## config.mk

```make
export PLATFORM = sky130hd
export DESIGN_NAME = tscu_top
export DESIGN_NICKNAME = d
export VERILOG_FILES = /design/src/tscu_pkg.sv /design/src/tscu_top.sv
export VERILOG_INCLUDE_DIRS = /design/src /design/src/src
export SDC_FILE = /design/constraint.sdc
export NUM_CORES = 2
export LEC_CHECK = 0
export BUFFER_PORTS_ARGS = -buffer_cell sky130_fd_sc_hd__buf_2
export CORE_AREA = 3 3 282 492
export DETAILED_ROUTE_END_ITERATION = 10
export DIE_AREA = 0 0 285 495
export PLACE_DENSITY = 0.73
export SKIP_CTS_REPAIR_TIMING = 1
export SYNTH_ARGS = -nofsm -noshare
export SYNTH_HDL_FRONTEND = slang
export SYNTH_SLANG_ARGS = --single-unit
```

## constraint.sdc

```tcl
create_clock -name I_CLK_SYS -period 8.27 [get_ports I_CLK_SYS]
set_clock_uncertainty 0.15 [all_clocks]
set_input_delay 0.827 -clock I_CLK_SYS [delete_from_list [all_inputs] [get_ports I_CLK_SYS]]
set_output_delay 0.827 -clock I_CLK_SYS [all_outputs]
set_load 0.1 [all_outputs]
```

## src/tscu_params.svh

```systemverilog
// Offsets, opcodes, sensor codes, reset values and timing figures of the command unit
`ifndef TSCU_PARAMS_SVH
`define TSCU_PARAMS_SVH

// Register byte offsets on the Avalon-MM slave
`define TSCU_OFS_CMD        8'h00
`define TSCU_OFS_STATUS     8'h04
`define TSCU_OFS_CFG_CHAN   8'h08
`define TSCU_OFS_CFG_TYPE   8'h0c
`define TSCU_OFS_CFG_LIMIT  8'h10
`define TSCU_OFS_CTRL       8'h14

// Status, command and control field positions
`define TSCU_ST_ALARM       0
`define TSCU_ST_RSP_READY   1
`define TSCU_ST_BUSY        2
`define TSCU_ST_MODE50      3
`define TSCU_ST_FAST        4
`define TSCU_CMD_RSP_VALID  8
`define TSCU_CTRL_SOFT_RST  0

// Command bytes
`define TSCU_OP_ALARM_BASE  8'h6c
`define TSCU_OP_REJECT50    8'h64
`define TSCU_OP_EXTENDED    8'he0
`define TSCU_OP_CAL_BASE    8'hc0
`define TSCU_EXT_FAST       8'h08
`define TSCU_EXT_VERSION    8'h05
`define TSCU_EXT_IDENT      8'h04
`define TSCU_EXT_TAIL       8'h00
`define TSCU_CAL_ACK        8'h00

// Calibration span codes
`define TSCU_SPAN_5V        8'h00
`define TSCU_SPAN_500MV     8'h01

// Sensor definition codes
`define TSCU_TYPE_V100M     8'h17
`define TSCU_TYPE_V500M     8'h16
`define TSCU_TYPE_V5        8'h15
`define TSCU_TYPE_V5_LEGACY 8'h00
`define TSCU_TYPE_TC_B      8'h24
`define TSCU_TYPE_TC_C      8'h23
`define TSCU_TYPE_TC_E      8'h01
`define TSCU_TYPE_TC_J      8'h1b
`define TSCU_TYPE_TC_K      8'h1c
`define TSCU_TYPE_TC_N      8'h22
`define TSCU_TYPE_TC_T      8'h1d
`define TSCU_TYPE_TC_S      8'h1e
`define TSCU_TYPE_TC_R      8'h1f
`define TSCU_TYPE_LOOP      8'h11
`define TSCU_TYPE_DISABLED  8'h13

// Reset values
`define TSCU_LIMIT_LO_RST   16'h8000
`define TSCU_LIMIT_HI_RST   16'h7fff
`define TSCU_TYPE_RST       8'h00

// Timing: clock rate and times in microseconds
`define TSCU_CLK_MHZ        10
`define TSCU_T_INTEG60_US   16700
`define TSCU_T_INTEG50_US   20000
`define TSCU_T_CHAN_DEF_US  22000
`define TSCU_T_CHAN_FAST_US 9000

`endif

```

## src/tscu_pkg.sv

```systemverilog
// Types shared by the thermo scanner command unit
package tscu_pkg;

  typedef enum logic [1:0] {
    TSCU_ST_IDLE = 2'b00,
    TSCU_ST_EXT  = 2'b01,
    TSCU_ST_CAL  = 2'b10
  } tscu_state_t;

  typedef enum logic [2:0] {
    TSCU_SC_V5UV     = 3'b000,
    TSCU_SC_V20UV    = 3'b001,
    TSCU_SC_V200UV   = 3'b010,
    TSCU_SC_V500UV   = 3'b011,
    TSCU_SC_TC_0P1C  = 3'b100,
    TSCU_SC_LOOP     = 3'b101,
    TSCU_SC_DISABLED = 3'b110,
    TSCU_SC_UNKNOWN  = 3'b111
  } tscu_scale_t;

  typedef enum logic {
    TSCU_SPAN_5V    = 1'b0,
    TSCU_SPAN_500MV = 1'b1
  } tscu_span_t;

endpackage : tscu_pkg

```

## src/tscu_top.sv

```systemverilog
// Thermo scanner command unit: byte command interpreter behind an Avalon-MM slave
//
// Decided for this implementation: the register addresses and register access over Avalon-MM.
`timescale 1ns/1ps
`include "tscu_params.svh"

module tscu_top #(
  parameter int             NUM_CHAN      = 32,
  parameter logic [15:0]    VERSION_X100  = 16'h0064,
  parameter logic [15:0]    PRODUCT_ID    = 16'h5a5a, // Arbitrary value
  parameter int             INTEG60_CYC   = `TSCU_T_INTEG60_US * `TSCU_CLK_MHZ,
  parameter int             INTEG50_CYC   = `TSCU_T_INTEG50_US * `TSCU_CLK_MHZ,
  parameter int             CHAN_DEF_CYC  = `TSCU_T_CHAN_DEF_US * `TSCU_CLK_MHZ,
  parameter int             CHAN_FAST_CYC = `TSCU_T_CHAN_FAST_US * `TSCU_CLK_MHZ
) (
  input  wire logic               I_CLK_SYS,
  input  wire logic               I_RSTN,
  input  wire logic [7:0]         I_AVS_ADDRESS,
  input  wire logic               I_AVS_READ,
  input  wire logic               I_AVS_WRITE,
  input  wire logic [31:0]        I_AVS_WRITEDATA,
  input  wire logic [3:0]         I_AVS_BYTEENABLE,
  output logic      [31:0]        O_AVS_READDATA,
  output logic                    O_AVS_WAITREQUEST,
  input  wire logic               I_SMP_VALID,
  input  wire logic [4:0]         I_SMP_CHAN,
  input  wire logic [15:0]        I_SMP_DATA,
  output logic                    O_SMP_VALID,
  output logic      [4:0]         O_SMP_CHAN,
  output logic      [15:0]        O_SMP_DATA,
  output tscu_pkg::tscu_scale_t   O_SMP_SCALE,
  output logic      [31:0]        O_SCAN_MASK,
  output logic                    O_MODE_50HZ,
  output logic                    O_MODE_FAST,
  output logic      [17:0]        O_INTEG_CYCLES,
  output logic      [17:0]        O_CHAN_CYCLES,
  output logic                    O_CAL_STB,
  output logic      [4:0]         O_CAL_CHAN,
  output tscu_pkg::tscu_span_t    O_CAL_SPAN,
  output logic      [15:0]        O_CAL_VALUE
);

  // Refuse parameter values the fixed-width logic cannot carry
  if (NUM_CHAN != 32)
    $error("tscu_top: NUM_CHAN must be 32");
  if (INTEG60_CYC > 262143 || INTEG50_CYC > 262143 || CHAN_DEF_CYC > 262143 ||
      CHAN_FAST_CYC > 262143 || INTEG60_CYC < 1 || INTEG50_CYC < 1 ||
      CHAN_DEF_CYC < 1 || CHAN_FAST_CYC < 1)
    $error("tscu_top: cycle counts must lie in 1 to 262143");

  // Sensor code to scale class
  function automatic tscu_pkg::tscu_scale_t scale_of(input logic [7:0] code);
    case (code)
      `TSCU_TYPE_V100M:     scale_of = tscu_pkg::TSCU_SC_V5UV;
      `TSCU_TYPE_V500M:     scale_of = tscu_pkg::TSCU_SC_V20UV;
      `TSCU_TYPE_V5:        scale_of = tscu_pkg::TSCU_SC_V200UV;
      `TSCU_TYPE_V5_LEGACY: scale_of = tscu_pkg::TSCU_SC_V500UV;
      `TSCU_TYPE_TC_B, `TSCU_TYPE_TC_C, `TSCU_TYPE_TC_E,
      `TSCU_TYPE_TC_J, `TSCU_TYPE_TC_K, `TSCU_TYPE_TC_N,
      `TSCU_TYPE_TC_T, `TSCU_TYPE_TC_S, `TSCU_TYPE_TC_R:
                            scale_of = tscu_pkg::TSCU_SC_TC_0P1C;
      `TSCU_TYPE_LOOP:      scale_of = tscu_pkg::TSCU_SC_LOOP;
      `TSCU_TYPE_DISABLED:  scale_of = tscu_pkg::TSCU_SC_DISABLED;
      default:              scale_of = tscu_pkg::TSCU_SC_UNKNOWN;
    endcase
  endfunction : scale_of

  // Byte-lane merge for limit register writes
  function automatic logic [31:0] be_merge(input logic [31:0] old_v,
                                           input logic [31:0] new_v,
                                           input logic [3:0]  be);
    logic [31:0] r;
    r = old_v;
    for (int k = 0; k < 4; k++)
      if (be[k])
        r[8*k +: 8] = new_v[8*k +: 8];
    be_merge = r;
  endfunction : be_merge

  logic                  wreq_reg;
  logic [31:0]           rdata_reg;
  logic                  soft_rst_reg;
  logic                  board_rstn;
  tscu_pkg::tscu_state_t st_reg;
  logic [1:0]            idx_reg;
  logic [7:0]            arg_reg;
  logic [4:0]            cal_chan_reg;
  logic [7:0]            cal_span_reg;
  logic [7:0]            rsp0_reg;
  logic [7:0]            rsp1_reg;
  logic [1:0]            rsp_cnt_reg;
  logic                  mode50_reg;
  logic                  fast_reg;
  logic                  alarm_reg;
  logic [31:0]           up_flag_reg;
  logic [31:0]           lo_flag_reg;
  logic [4:0]            cfg_chan_reg;
  logic [7:0]            type_reg   [32];
  logic signed [15:0]    hi_lim_reg [32];
  logic signed [15:0]    lo_lim_reg [32];
  logic                  acc;
  logic                  rd_first;
  logic                  wr_cmd;
  logic                  rd_pop;
  logic                  wr_type;
  logic                  wr_limit;
  logic [7:0]            cb;
  logic                  do_alarm;
  logic                  do_50;
  logic                  do_fast;
  logic [31:0]           clr_mask;
  logic                  smp_live;
  logic                  smp_up;
  logic                  smp_lo;
  logic [31:0]           limit_wdata;

  // One wait state per access; effects land on the edge waitrequest is seen low
  assign acc      = (I_AVS_READ | I_AVS_WRITE) & ~wreq_reg;
  assign rd_first = I_AVS_READ & wreq_reg;
  assign cb       = I_AVS_WRITEDATA[7:0];
  assign wr_cmd   = acc & I_AVS_WRITE & I_AVS_BYTEENABLE[0] &
                    (I_AVS_ADDRESS == `TSCU_OFS_CMD);
  assign rd_pop   = acc & I_AVS_READ & (I_AVS_ADDRESS == `TSCU_OFS_CMD);
  assign wr_type  = acc & I_AVS_WRITE & I_AVS_BYTEENABLE[0] &
                    (I_AVS_ADDRESS == `TSCU_OFS_CFG_TYPE);
  assign wr_limit = acc & I_AVS_WRITE & (I_AVS_ADDRESS == `TSCU_OFS_CFG_LIMIT);
  assign limit_wdata = be_merge({hi_lim_reg[cfg_chan_reg], lo_lim_reg[cfg_chan_reg]},
                                I_AVS_WRITEDATA, I_AVS_BYTEENABLE);
  assign board_rstn = I_RSTN & ~soft_rst_reg;

  // Command decode for the byte being written now
  assign do_alarm = wr_cmd & (st_reg == tscu_pkg::TSCU_ST_IDLE) &
                    (cb[7:2] == 6'(`TSCU_OP_ALARM_BASE >> 2));
  assign do_50    = wr_cmd & (st_reg == tscu_pkg::TSCU_ST_IDLE) &
                    (cb == `TSCU_OP_REJECT50);
  assign do_fast  = wr_cmd & (st_reg == tscu_pkg::TSCU_ST_EXT) & (idx_reg == 2'd1) &
                    (arg_reg == `TSCU_EXT_FAST) & (cb == `TSCU_EXT_TAIL);
  assign clr_mask = do_alarm ? (32'h0000_00ff << {cb[1:0], 3'b000}) : 32'h0000_0000;

  // Incoming sample checked against the channel's limits; disabled channels skip
  assign smp_live = I_SMP_VALID & (type_reg[I_SMP_CHAN] != `TSCU_TYPE_DISABLED);
  assign smp_up   = smp_live & ($signed(I_SMP_DATA) > hi_lim_reg[I_SMP_CHAN]);
  assign smp_lo   = smp_live & ($signed(I_SMP_DATA) < lo_lim_reg[I_SMP_CHAN]);

  // Bus handshake and read data capture
  always_ff @(posedge I_CLK_SYS)
  begin
    if (!I_RSTN)
    begin
      wreq_reg  <= 1'b1;
      rdata_reg <= 32'h0000_0000;
    end
    else
    begin
      wreq_reg <= ~((I_AVS_READ | I_AVS_WRITE) & wreq_reg);
      if (rd_first)
      begin
        case (I_AVS_ADDRESS)
          `TSCU_OFS_CMD:       rdata_reg <= {23'h000000, (rsp_cnt_reg != 2'd0), rsp0_reg};
          `TSCU_OFS_STATUS:    rdata_reg <= {27'h0000000, fast_reg, mode50_reg,
                                             (st_reg != tscu_pkg::TSCU_ST_IDLE),
                                             (rsp_cnt_reg != 2'd0), alarm_reg};
          `TSCU_OFS_CFG_CHAN:  rdata_reg <= {27'h0000000, cfg_chan_reg};
          `TSCU_OFS_CFG_TYPE:  rdata_reg <= {24'h000000, type_reg[cfg_chan_reg]};
          `TSCU_OFS_CFG_LIMIT: rdata_reg <= {hi_lim_reg[cfg_chan_reg],
                                             lo_lim_reg[cfg_chan_reg]};
          default:             rdata_reg <= 32'h0000_0000;
        endcase
      end
    end
  end

  // Soft board reset: a one-cycle pulse that restores every default except the configuration channel pointer and the bus handshake and read data
  always_ff @(posedge I_CLK_SYS)
  begin
    if (!I_RSTN)
      soft_rst_reg <= 1'b0;
    else
      soft_rst_reg <= acc & I_AVS_WRITE & I_AVS_BYTEENABLE[0] &
                      (I_AVS_ADDRESS == `TSCU_OFS_CTRL) &
                      I_AVS_WRITEDATA[`TSCU_CTRL_SOFT_RST];
  end

  // Configuration channel pointer survives soft reset; it belongs to the bus
  always_ff @(posedge I_CLK_SYS)
  begin
    if (!I_RSTN)
      cfg_chan_reg <= 5'h00;
    else if (acc & I_AVS_WRITE & I_AVS_BYTEENABLE[0] &
             (I_AVS_ADDRESS == `TSCU_OFS_CFG_CHAN))
      cfg_chan_reg <= I_AVS_WRITEDATA[4:0];
  end

  // Command sequencer and reply queue; a new opcode drops any unread reply
  always_ff @(posedge I_CLK_SYS)
  begin
    if (!board_rstn)
    begin
      st_reg       <= tscu_pkg::TSCU_ST_IDLE;
      idx_reg      <= 2'd0;
      arg_reg      <= 8'h00;
      cal_chan_reg <= 5'h00;
      cal_span_reg <= 8'h00;
      rsp0_reg     <= 8'h00;
      rsp1_reg     <= 8'h00;
      rsp_cnt_reg  <= 2'd0;
    end
    else if (wr_cmd)
    begin
      case (st_reg)
        tscu_pkg::TSCU_ST_IDLE:
        begin
          rsp_cnt_reg <= 2'd0;
          idx_reg     <= 2'd0;
          if (do_alarm)
          begin
            // Upper byte first; bit n is channel 8*bank+n
            rsp0_reg    <= up_flag_reg[{cb[1:0], 3'b000} +: 8];
            rsp1_reg    <= lo_flag_reg[{cb[1:0], 3'b000} +: 8];
            rsp_cnt_reg <= 2'd2;
          end
          else if (cb == `TSCU_OP_EXTENDED)
            st_reg <= tscu_pkg::TSCU_ST_EXT;
          else if (cb[7:5] == 3'(`TSCU_OP_CAL_BASE >> 5))
          begin
            st_reg       <= tscu_pkg::TSCU_ST_CAL;
            cal_chan_reg <= cb[4:0];
          end
        end
        tscu_pkg::TSCU_ST_EXT:
        begin
          if (idx_reg == 2'd0)
          begin
            arg_reg <= cb;
            idx_reg <= 2'd1;
          end
          else
          begin
            st_reg  <= tscu_pkg::TSCU_ST_IDLE;
            idx_reg <= 2'd0;
            if ((arg_reg == `TSCU_EXT_VERSION) && (cb == `TSCU_EXT_TAIL))
            begin
              rsp0_reg    <= VERSION_X100[15:8];
              rsp1_reg    <= VERSION_X100[7:0];
              rsp_cnt_reg <= 2'd2;
            end
            else if ((arg_reg == `TSCU_EXT_IDENT) && (cb == `TSCU_EXT_TAIL))
            begin
              rsp0_reg    <= PRODUCT_ID[15:8];
              rsp1_reg    <= PRODUCT_ID[7:0];
              rsp_cnt_reg <= 2'd2;
            end
          end
        end
        tscu_pkg::TSCU_ST_CAL:
        begin
          case (idx_reg)
            2'd0:    cal_span_reg <= cb;
            2'd1:    arg_reg      <= cb;
            default:
            begin
              st_reg      <= tscu_pkg::TSCU_ST_IDLE;
              rsp0_reg    <= `TSCU_CAL_ACK;
              rsp_cnt_reg <= 2'd1;
            end
          endcase
          idx_reg <= (idx_reg == 2'd2) ? 2'd0 : idx_reg + 2'd1;
        end
        default:
        begin
          st_reg  <= tscu_pkg::TSCU_ST_IDLE;
          idx_reg <= 2'd0;
        end
      endcase
    end
    else if (rd_pop && (rsp_cnt_reg != 2'd0))
    begin
      rsp0_reg    <= rsp1_reg;
      rsp_cnt_reg <= rsp_cnt_reg - 2'd1;
    end
  end

  // Calibration strobe; span codes other than 0 and 1 are answered but not run
  always_ff @(posedge I_CLK_SYS)
  begin
    if (!board_rstn)
    begin
      O_CAL_STB   <= 1'b0;
      O_CAL_CHAN  <= 5'h00;
      O_CAL_SPAN  <= tscu_pkg::TSCU_SPAN_5V;
      O_CAL_VALUE <= 16'h0000;
    end
    else
    begin
      O_CAL_STB <= 1'b0;
      if (wr_cmd && (st_reg == tscu_pkg::TSCU_ST_CAL) && (idx_reg == 2'd2) &&
          ((cal_span_reg == `TSCU_SPAN_5V) || (cal_span_reg == `TSCU_SPAN_500MV)))
      begin
        O_CAL_STB   <= 1'b1;
        O_CAL_CHAN  <= cal_chan_reg;
        O_CAL_SPAN  <= (cal_span_reg == `TSCU_SPAN_500MV) ? tscu_pkg::TSCU_SPAN_500MV
                                                          : tscu_pkg::TSCU_SPAN_5V;
        O_CAL_VALUE <= {arg_reg, cb};
      end
    end
  end

  // Mode latches: set by command, cleared only by a board reset
  always_ff @(posedge I_CLK_SYS)
  begin
    if (!board_rstn)
    begin
      mode50_reg <= 1'b0;
      fast_reg   <= 1'b0;
    end
    else
    begin
      if (do_50)
        mode50_reg <= 1'b1;
      if (do_fast)
        fast_reg <= 1'b1;
    end
  end

  // Timing figures handed to the digitizer and scanner
  always_ff @(posedge I_CLK_SYS)
  begin
    if (!board_rstn)
    begin
      O_MODE_50HZ    <= 1'b0;
      O_MODE_FAST    <= 1'b0;
      O_INTEG_CYCLES <= 18'(INTEG60_CYC);
      O_CHAN_CYCLES  <= 18'(CHAN_DEF_CYC);
    end
    else
    begin
      O_MODE_50HZ    <= mode50_reg;
      O_MODE_FAST    <= fast_reg;
      O_INTEG_CYCLES <= mode50_reg ? 18'(INTEG50_CYC) : 18'(INTEG60_CYC);
      O_CHAN_CYCLES  <= fast_reg ? 18'(CHAN_FAST_CYC) : 18'(CHAN_DEF_CYC);
    end
  end

  // Alarm flags: a violation in the same cycle as a readout clear wins
  always_ff @(posedge I_CLK_SYS)
  begin
    if (!board_rstn)
    begin
      up_flag_reg <= 32'h0000_0000;
      lo_flag_reg <= 32'h0000_0000;
      alarm_reg   <= 1'b0;
    end
    else
    begin
      up_flag_reg <= (up_flag_reg & ~clr_mask) |
                     ({31'h00000000, smp_up} << I_SMP_CHAN);
      lo_flag_reg <= (lo_flag_reg & ~clr_mask) |
                     ({31'h00000000, smp_lo} << I_SMP_CHAN);
      if (smp_up | smp_lo)
        alarm_reg <= 1'b1;
      else if (do_alarm)
        alarm_reg <= 1'b0;
    end
  end

  // Per-channel type and limits; a violation rearms both limits to defaults unless a limit write to that channel lands in the same cycle
  for (genvar g = 0; g < 32; g++)
  begin : g_chan
    always_ff @(posedge I_CLK_SYS)
    begin
      if (!board_rstn)
      begin
        type_reg[g]    <= `TSCU_TYPE_RST;
        hi_lim_reg[g]  <= `TSCU_LIMIT_HI_RST;
        lo_lim_reg[g]  <= `TSCU_LIMIT_LO_RST;
        O_SCAN_MASK[g] <= 1'b1;
      end
      else
      begin
        if (wr_type && (cfg_chan_reg == 5'(g)))
          type_reg[g] <= I_AVS_WRITEDATA[7:0];
        if (wr_limit && (cfg_chan_reg == 5'(g)))
        begin
          hi_lim_reg[g] <= limit_wdata[31:16];
          lo_lim_reg[g] <= limit_wdata[15:0];
        end
        else if ((smp_up | smp_lo) && (I_SMP_CHAN == 5'(g)))
        begin
          hi_lim_reg[g] <= `TSCU_LIMIT_HI_RST;
          lo_lim_reg[g] <= `TSCU_LIMIT_LO_RST;
        end
        O_SCAN_MASK[g] <= (type_reg[g] != `TSCU_TYPE_DISABLED);
      end
    end
  end

  // Sample passed on with the scale class of its channel
  always_ff @(posedge I_CLK_SYS)
  begin
    if (!board_rstn)
    begin
      O_SMP_VALID <= 1'b0;
      O_SMP_CHAN  <= 5'h00;
      O_SMP_DATA  <= 16'h0000;
      O_SMP_SCALE <= tscu_pkg::TSCU_SC_V500UV;
    end
    else
    begin
      O_SMP_VALID <= I_SMP_VALID;
      O_SMP_CHAN  <= I_SMP_CHAN;
      O_SMP_DATA  <= I_SMP_DATA;
      O_SMP_SCALE <= scale_of(type_reg[I_SMP_CHAN]);
    end
  end

  // Bus outputs straight from their flops
  assign O_AVS_READDATA    = rdata_reg;
  assign O_AVS_WAITREQUEST = wreq_reg;

endmodule : tscu_top

```

[Yosys cells after proc, flatten, opt, wreduce, memory -nomap -nowiden]
Memory sizes are Yosys's and may differ from the RTL's. A register that Yosys moved wholly into a read port is not among the register bits.
Index checks and enable logic that the tools add are counted.
Cells by class
  magnitude comparators: 2
  reductions and logical operators: 126
  equality and inequality tests: 125
  bitwise operators: 196
  mux-type cells: 532
  shift operators: 5
  add/subtract/negate cells: 2
Operators with widths (count)
  $mux W16: 128
  $mux W8: 48
  $mux W1: 326
  $ne A8 B5 Y1 const B: 33
  $or A1 B1 Y1: 162
  $eq A5 B5 Y1 const B: 32
  $pmux W32 S5: 1
  $logic_and A1 B1 Y1: 102
  $eq A5 B4 Y1 const B: 16
  $and A32 B32 Y32: 2
  $or A32 B32 Y32: 2
  $shiftx A32 B6 Y8: 2
  $shl A1 B5 Y32: 2
  $eq A5 B3 Y1 const B: 8
  $mux W32: 1
  $not A32 Y32: 1
  $pmux W8 S2: 2
  $shl A8 B5 Y32 const A: 1
  $mux W5: 6
  $mux W2: 13
  $and A1 B1 Y1: 24
  $eq A8 B3 Y1 const B: 3
  $eq A8 B4 Y1 const B: 3
  $logic_not A8 Y1: 3
  37 further kinds: 67
Word-level totals
  word-level logic and storage cells: 1054
  memories kept: 4
  bits in writable memories: 1280
  flip-flop bits (word level): 267
  bits of input ports: 70
  bits in read-only memories: 192
  output and inout port bits: 151
Memories
  hi_lim_reg: depth 32, width 16, read ports 2, clocked after Yosys merged registers in 1, write ports 32, line tscu_top.sv:99  | logic signed [15:0] hi_lim_reg [32];
  lo_lim_reg: depth 32, width 16, read ports 2, clocked after Yosys merged registers in 1, write ports 32, line tscu_top.sv:100  | logic signed [15:0] lo_lim_reg [32];
  type_reg: depth 32, width 8, read ports 34, clocked after Yosys merged registers in 1, write ports 32, line tscu_top.sv:98  | logic [7:0] type_reg [32];
  (no name shown): depth 64, width 3, read ports 1, clocked after Yosys merged registers in 0, write ports 0, line tscu_top.sv:53  | case (code)

[Depth between registers and ports, before layout]
  depth after elaboration: 11
  gate-level depth with buffers: 21
  mapped depth without buffers: 12

[Worst setup path after synthesis]
No wires, ideal clock.
  path kind: input port to flip-flop
  start point: in I_SMP_CHAN[0]
  end point: mem hi_lim_reg[13][0], enable pin
  buffers on the path: 9
  library setup time: 470 ps
  required time: 7650 ps
  cell stages on the path: 19
  setup slack: -62 ps
  arrival time: 7712 ps
  cells stage by stage: buf_6 -> buf_6 -> buf_6 -> buf_4 -> buf_4 -> buf_2 -> clkbuf_1 -> buf_2 -> mux4_2 -> mux4_2 -> mux2i_1 -> ha_1 -> or4b_2 -> a211oi_1 -> a32o_1 -> o21ai_1 -> a211o_2 -> buf_6 -> o31ai_1
RTL lines
  from (decl): line tscu_top.sv:26  | input wire logic [4:0] I_SMP_CHAN,
  to (decl): line tscu_top.sv:99

==> flow_summary.ini <==
[power_and_ir_drop]
power_frac_clock_pct = 40.7
power.switching_w = 0.00407
p_seq_share_pct = 50.9
p_leak_nw = 26.0
p_comb_share_pct = 8.5
p_per_area_nw_per_um2 = 198
irDropWorstVdd_uv = 237
switching_share_pct = 24.2
p_int_w = 0.0127

[cells_and_area]
instances_no_fill = 7316
layout_common_cells = edfxtp_1 (1280), mux4_2 (769), nor2_1 (750)
fill_cells = 9820
layout_commonest_cell = edfxtp_1
multiInputGateArea_um2 = 32000
syn_to_final_growth_pct = 10.4
regArea_um2 = 43200
fin_area_um2 = 84800
layout-drive-gt1-share_pct = 27.2
fin_nets = 5497

[logic_synthesis]
synthesis.area_um2 = 76800
async_flop_share_pct = 0
syn_inst = 5431
synth_flop_cell = edfxtp_1
syn_area_per_cell_um2 = 14.1
synth_seq_area_share_pct = 56.2
synth_edf_count = 1280
yosysUniqueCellTypes = 77
synth_warnings = 0
synth_seq_cells = 1518

[global_route]
grt_max_degree = 145
grt.total_usage_pct = 37.4
grt_pass1_wl_um = 372000
antenna_found_initial = 15
overflow = 0
grt_pass1_vias = 52860

[timing]
timing.fmax_mhz = 159
setup_ws_ps = 2000
worstMarginPinSlew_ps = 1330
setup_viol = 0
slew_headroom_pct = 10.9
rsz0062_at_grt = false
hold_viol = 0
period_share_pct = 75.8
drv_slew = 0
hold-worst-slack_ps = 170
finalCriticalPeriod_ps = 6270

[cts]
clock-root-buffer = clkbuf_16
cts_sinks = 1518
htreeDepth = 4
clockBufferDepth = 3
clkLatencyLatePin_ps = 780
cts_buffers = 142
cts_tree = yes
path_clk_slew_ps = 60

[floorplan]
fp.dieW_um = 285
io_pins = 221
start_util_pct = 56.9
rows = 178
die_h_um = 495
core_region_area_um2 = 135000
dieArea_um2 = 141000

[worst_setup_path]
cp.required_ps = 8570
crit_path_max_fanout = 58
crit_type = input pin to flip-flop
crit_path_end_kind = flip-flop
cp.arrival_ps = 6570
cp-start-kind = input pin

[routing]
wl_per_cell_um = 35.8
drt_iter0_drc = 6720
drc = 0
ant_nets = 0
first_pass_iters = 10
vias = 51911
via_per_inst = 7.10
wirelength_um = 262000

[placement]
dp_cells = 7048
dp_hpwl_um = 172000
gp_congestion = 0.992
port_buffers = 195
placed_area_um2 = 80000
place_ws_ps = 1300

[run_status]
status = finished, final reports clean

[flow_run]
drv_cap = 0

[hold_path]
hp-class = input pin to flip-flop
==> final timing paths <==
kind,startpoint,to,slack [ps],cells after the start
min,I_AVS_READ,O_AVS_WAITREQUEST,170,2
max reg2reg,lo_lim_reg[27][15],hi_lim_reg[30][4],2570,11
min reg2reg,rsp0_reg[3],rsp0_reg[3],300,2
max,I_SMP_CHAN[0],hi_lim_reg[30][4],2000,14
==> power groups by stage <==
| stage | Sequential [W] | Combinational (W) | Clock (W) |
|---|---|---|---|
| 2_1_floorplan | 0.00873 | 0.000804 | 0 |
| 3_3_place_gp | 0.00870 | 0.00137 | 0 |
| 3_5_place_dp | 0.00871 | 0.00138 | 0 |
| 4_1_cts | 0.00855 | 0.00139 | 0.00687 |
| 5_1_grt | 0.00856 | 0.00145 | 0.00713 |
| 6_report | 0.00855 | 0.00143 | 0.00684 |
==> final cells by class <==
class	instances	share of cell area, %
diodes	8	0.0236
clock buffers	181	4.58
clock inverters	79	1.03
inverters	32	0.148
multi-input cells	3345	37.8
flip-flops and latches	1518	51.0
well taps	1800	2.66
repair buffers	353	2.81
==> synth_stat cells, types with 62 or more instances <==
cell / instances / area [um^2]
nor3_1: 162 / 811
o21ai_0: 62 / 310
nor2_1: 750 / 2820
clkbuf_1: 315 / 1180
edfxtp_1: 1280 / 38400
buf_2: 155 / 776
mux2i_1: 140 / 1400
dfxtp_1: 238 / 4760
mux4_2: 769 / 17300
and2_1: 201 / 1260
nand2_1: 654 / 2450
a21oi_1: 68 / 340
==> stage by stage <==
stage          util [%]  setup TNS, ps  total power (W)
3_3_place_gp       59.3              0           0.0101
6_report           62.8              0           0.0168
4_1_cts            62.8              0           0.0168
2_1_floorplan         -         -17760          0.00954
3_5_place_dp       59.3              0           0.0101
5_1_grt            62.8              0           0.0171
==> layer usage <==
layer,global-route usage [%],up-vias,wire (um)
met3,7.73,1099,27200
met2,60.8,3974,127000
met1,40.7,26113,76600
li1,-,20711,-
met4,35.6,14,31000
met5,0,-,111
==> kinds of logic (layout without fill, tap and decap cells) <==
| group | after synthesis | count (layout) | synth area share, % |
|---|---|---|---|
| flops | 1518 | 1518 | 56.2 |
| compound gates | 355 | 355 | 3.32 |
| simple gates | 1977 | 1977 | 11.4 |
| mux | 953 | 953 | 25.0 |
| fa+ha+maj | 35 | 35 | 0.570 |
| buf+inv | 591 | 645 | 3.44 |
| other cells | 2 | 33 | 0.00977 |
==> worst max-delay path, cell delays in order <==
cell      delay, ps
buf_8           520
buf_12          370
buf_4           220
mux4_2          510
mux4_2          580
mux2i_1         230
ha_1            290
and4_1          190
nand4_1          80
o311ai_0        130
a41o_1          350
a211o_2         660
o221ai_4        900
buf_4           450
Note: power is estimated with default switching activity, not from simulation.
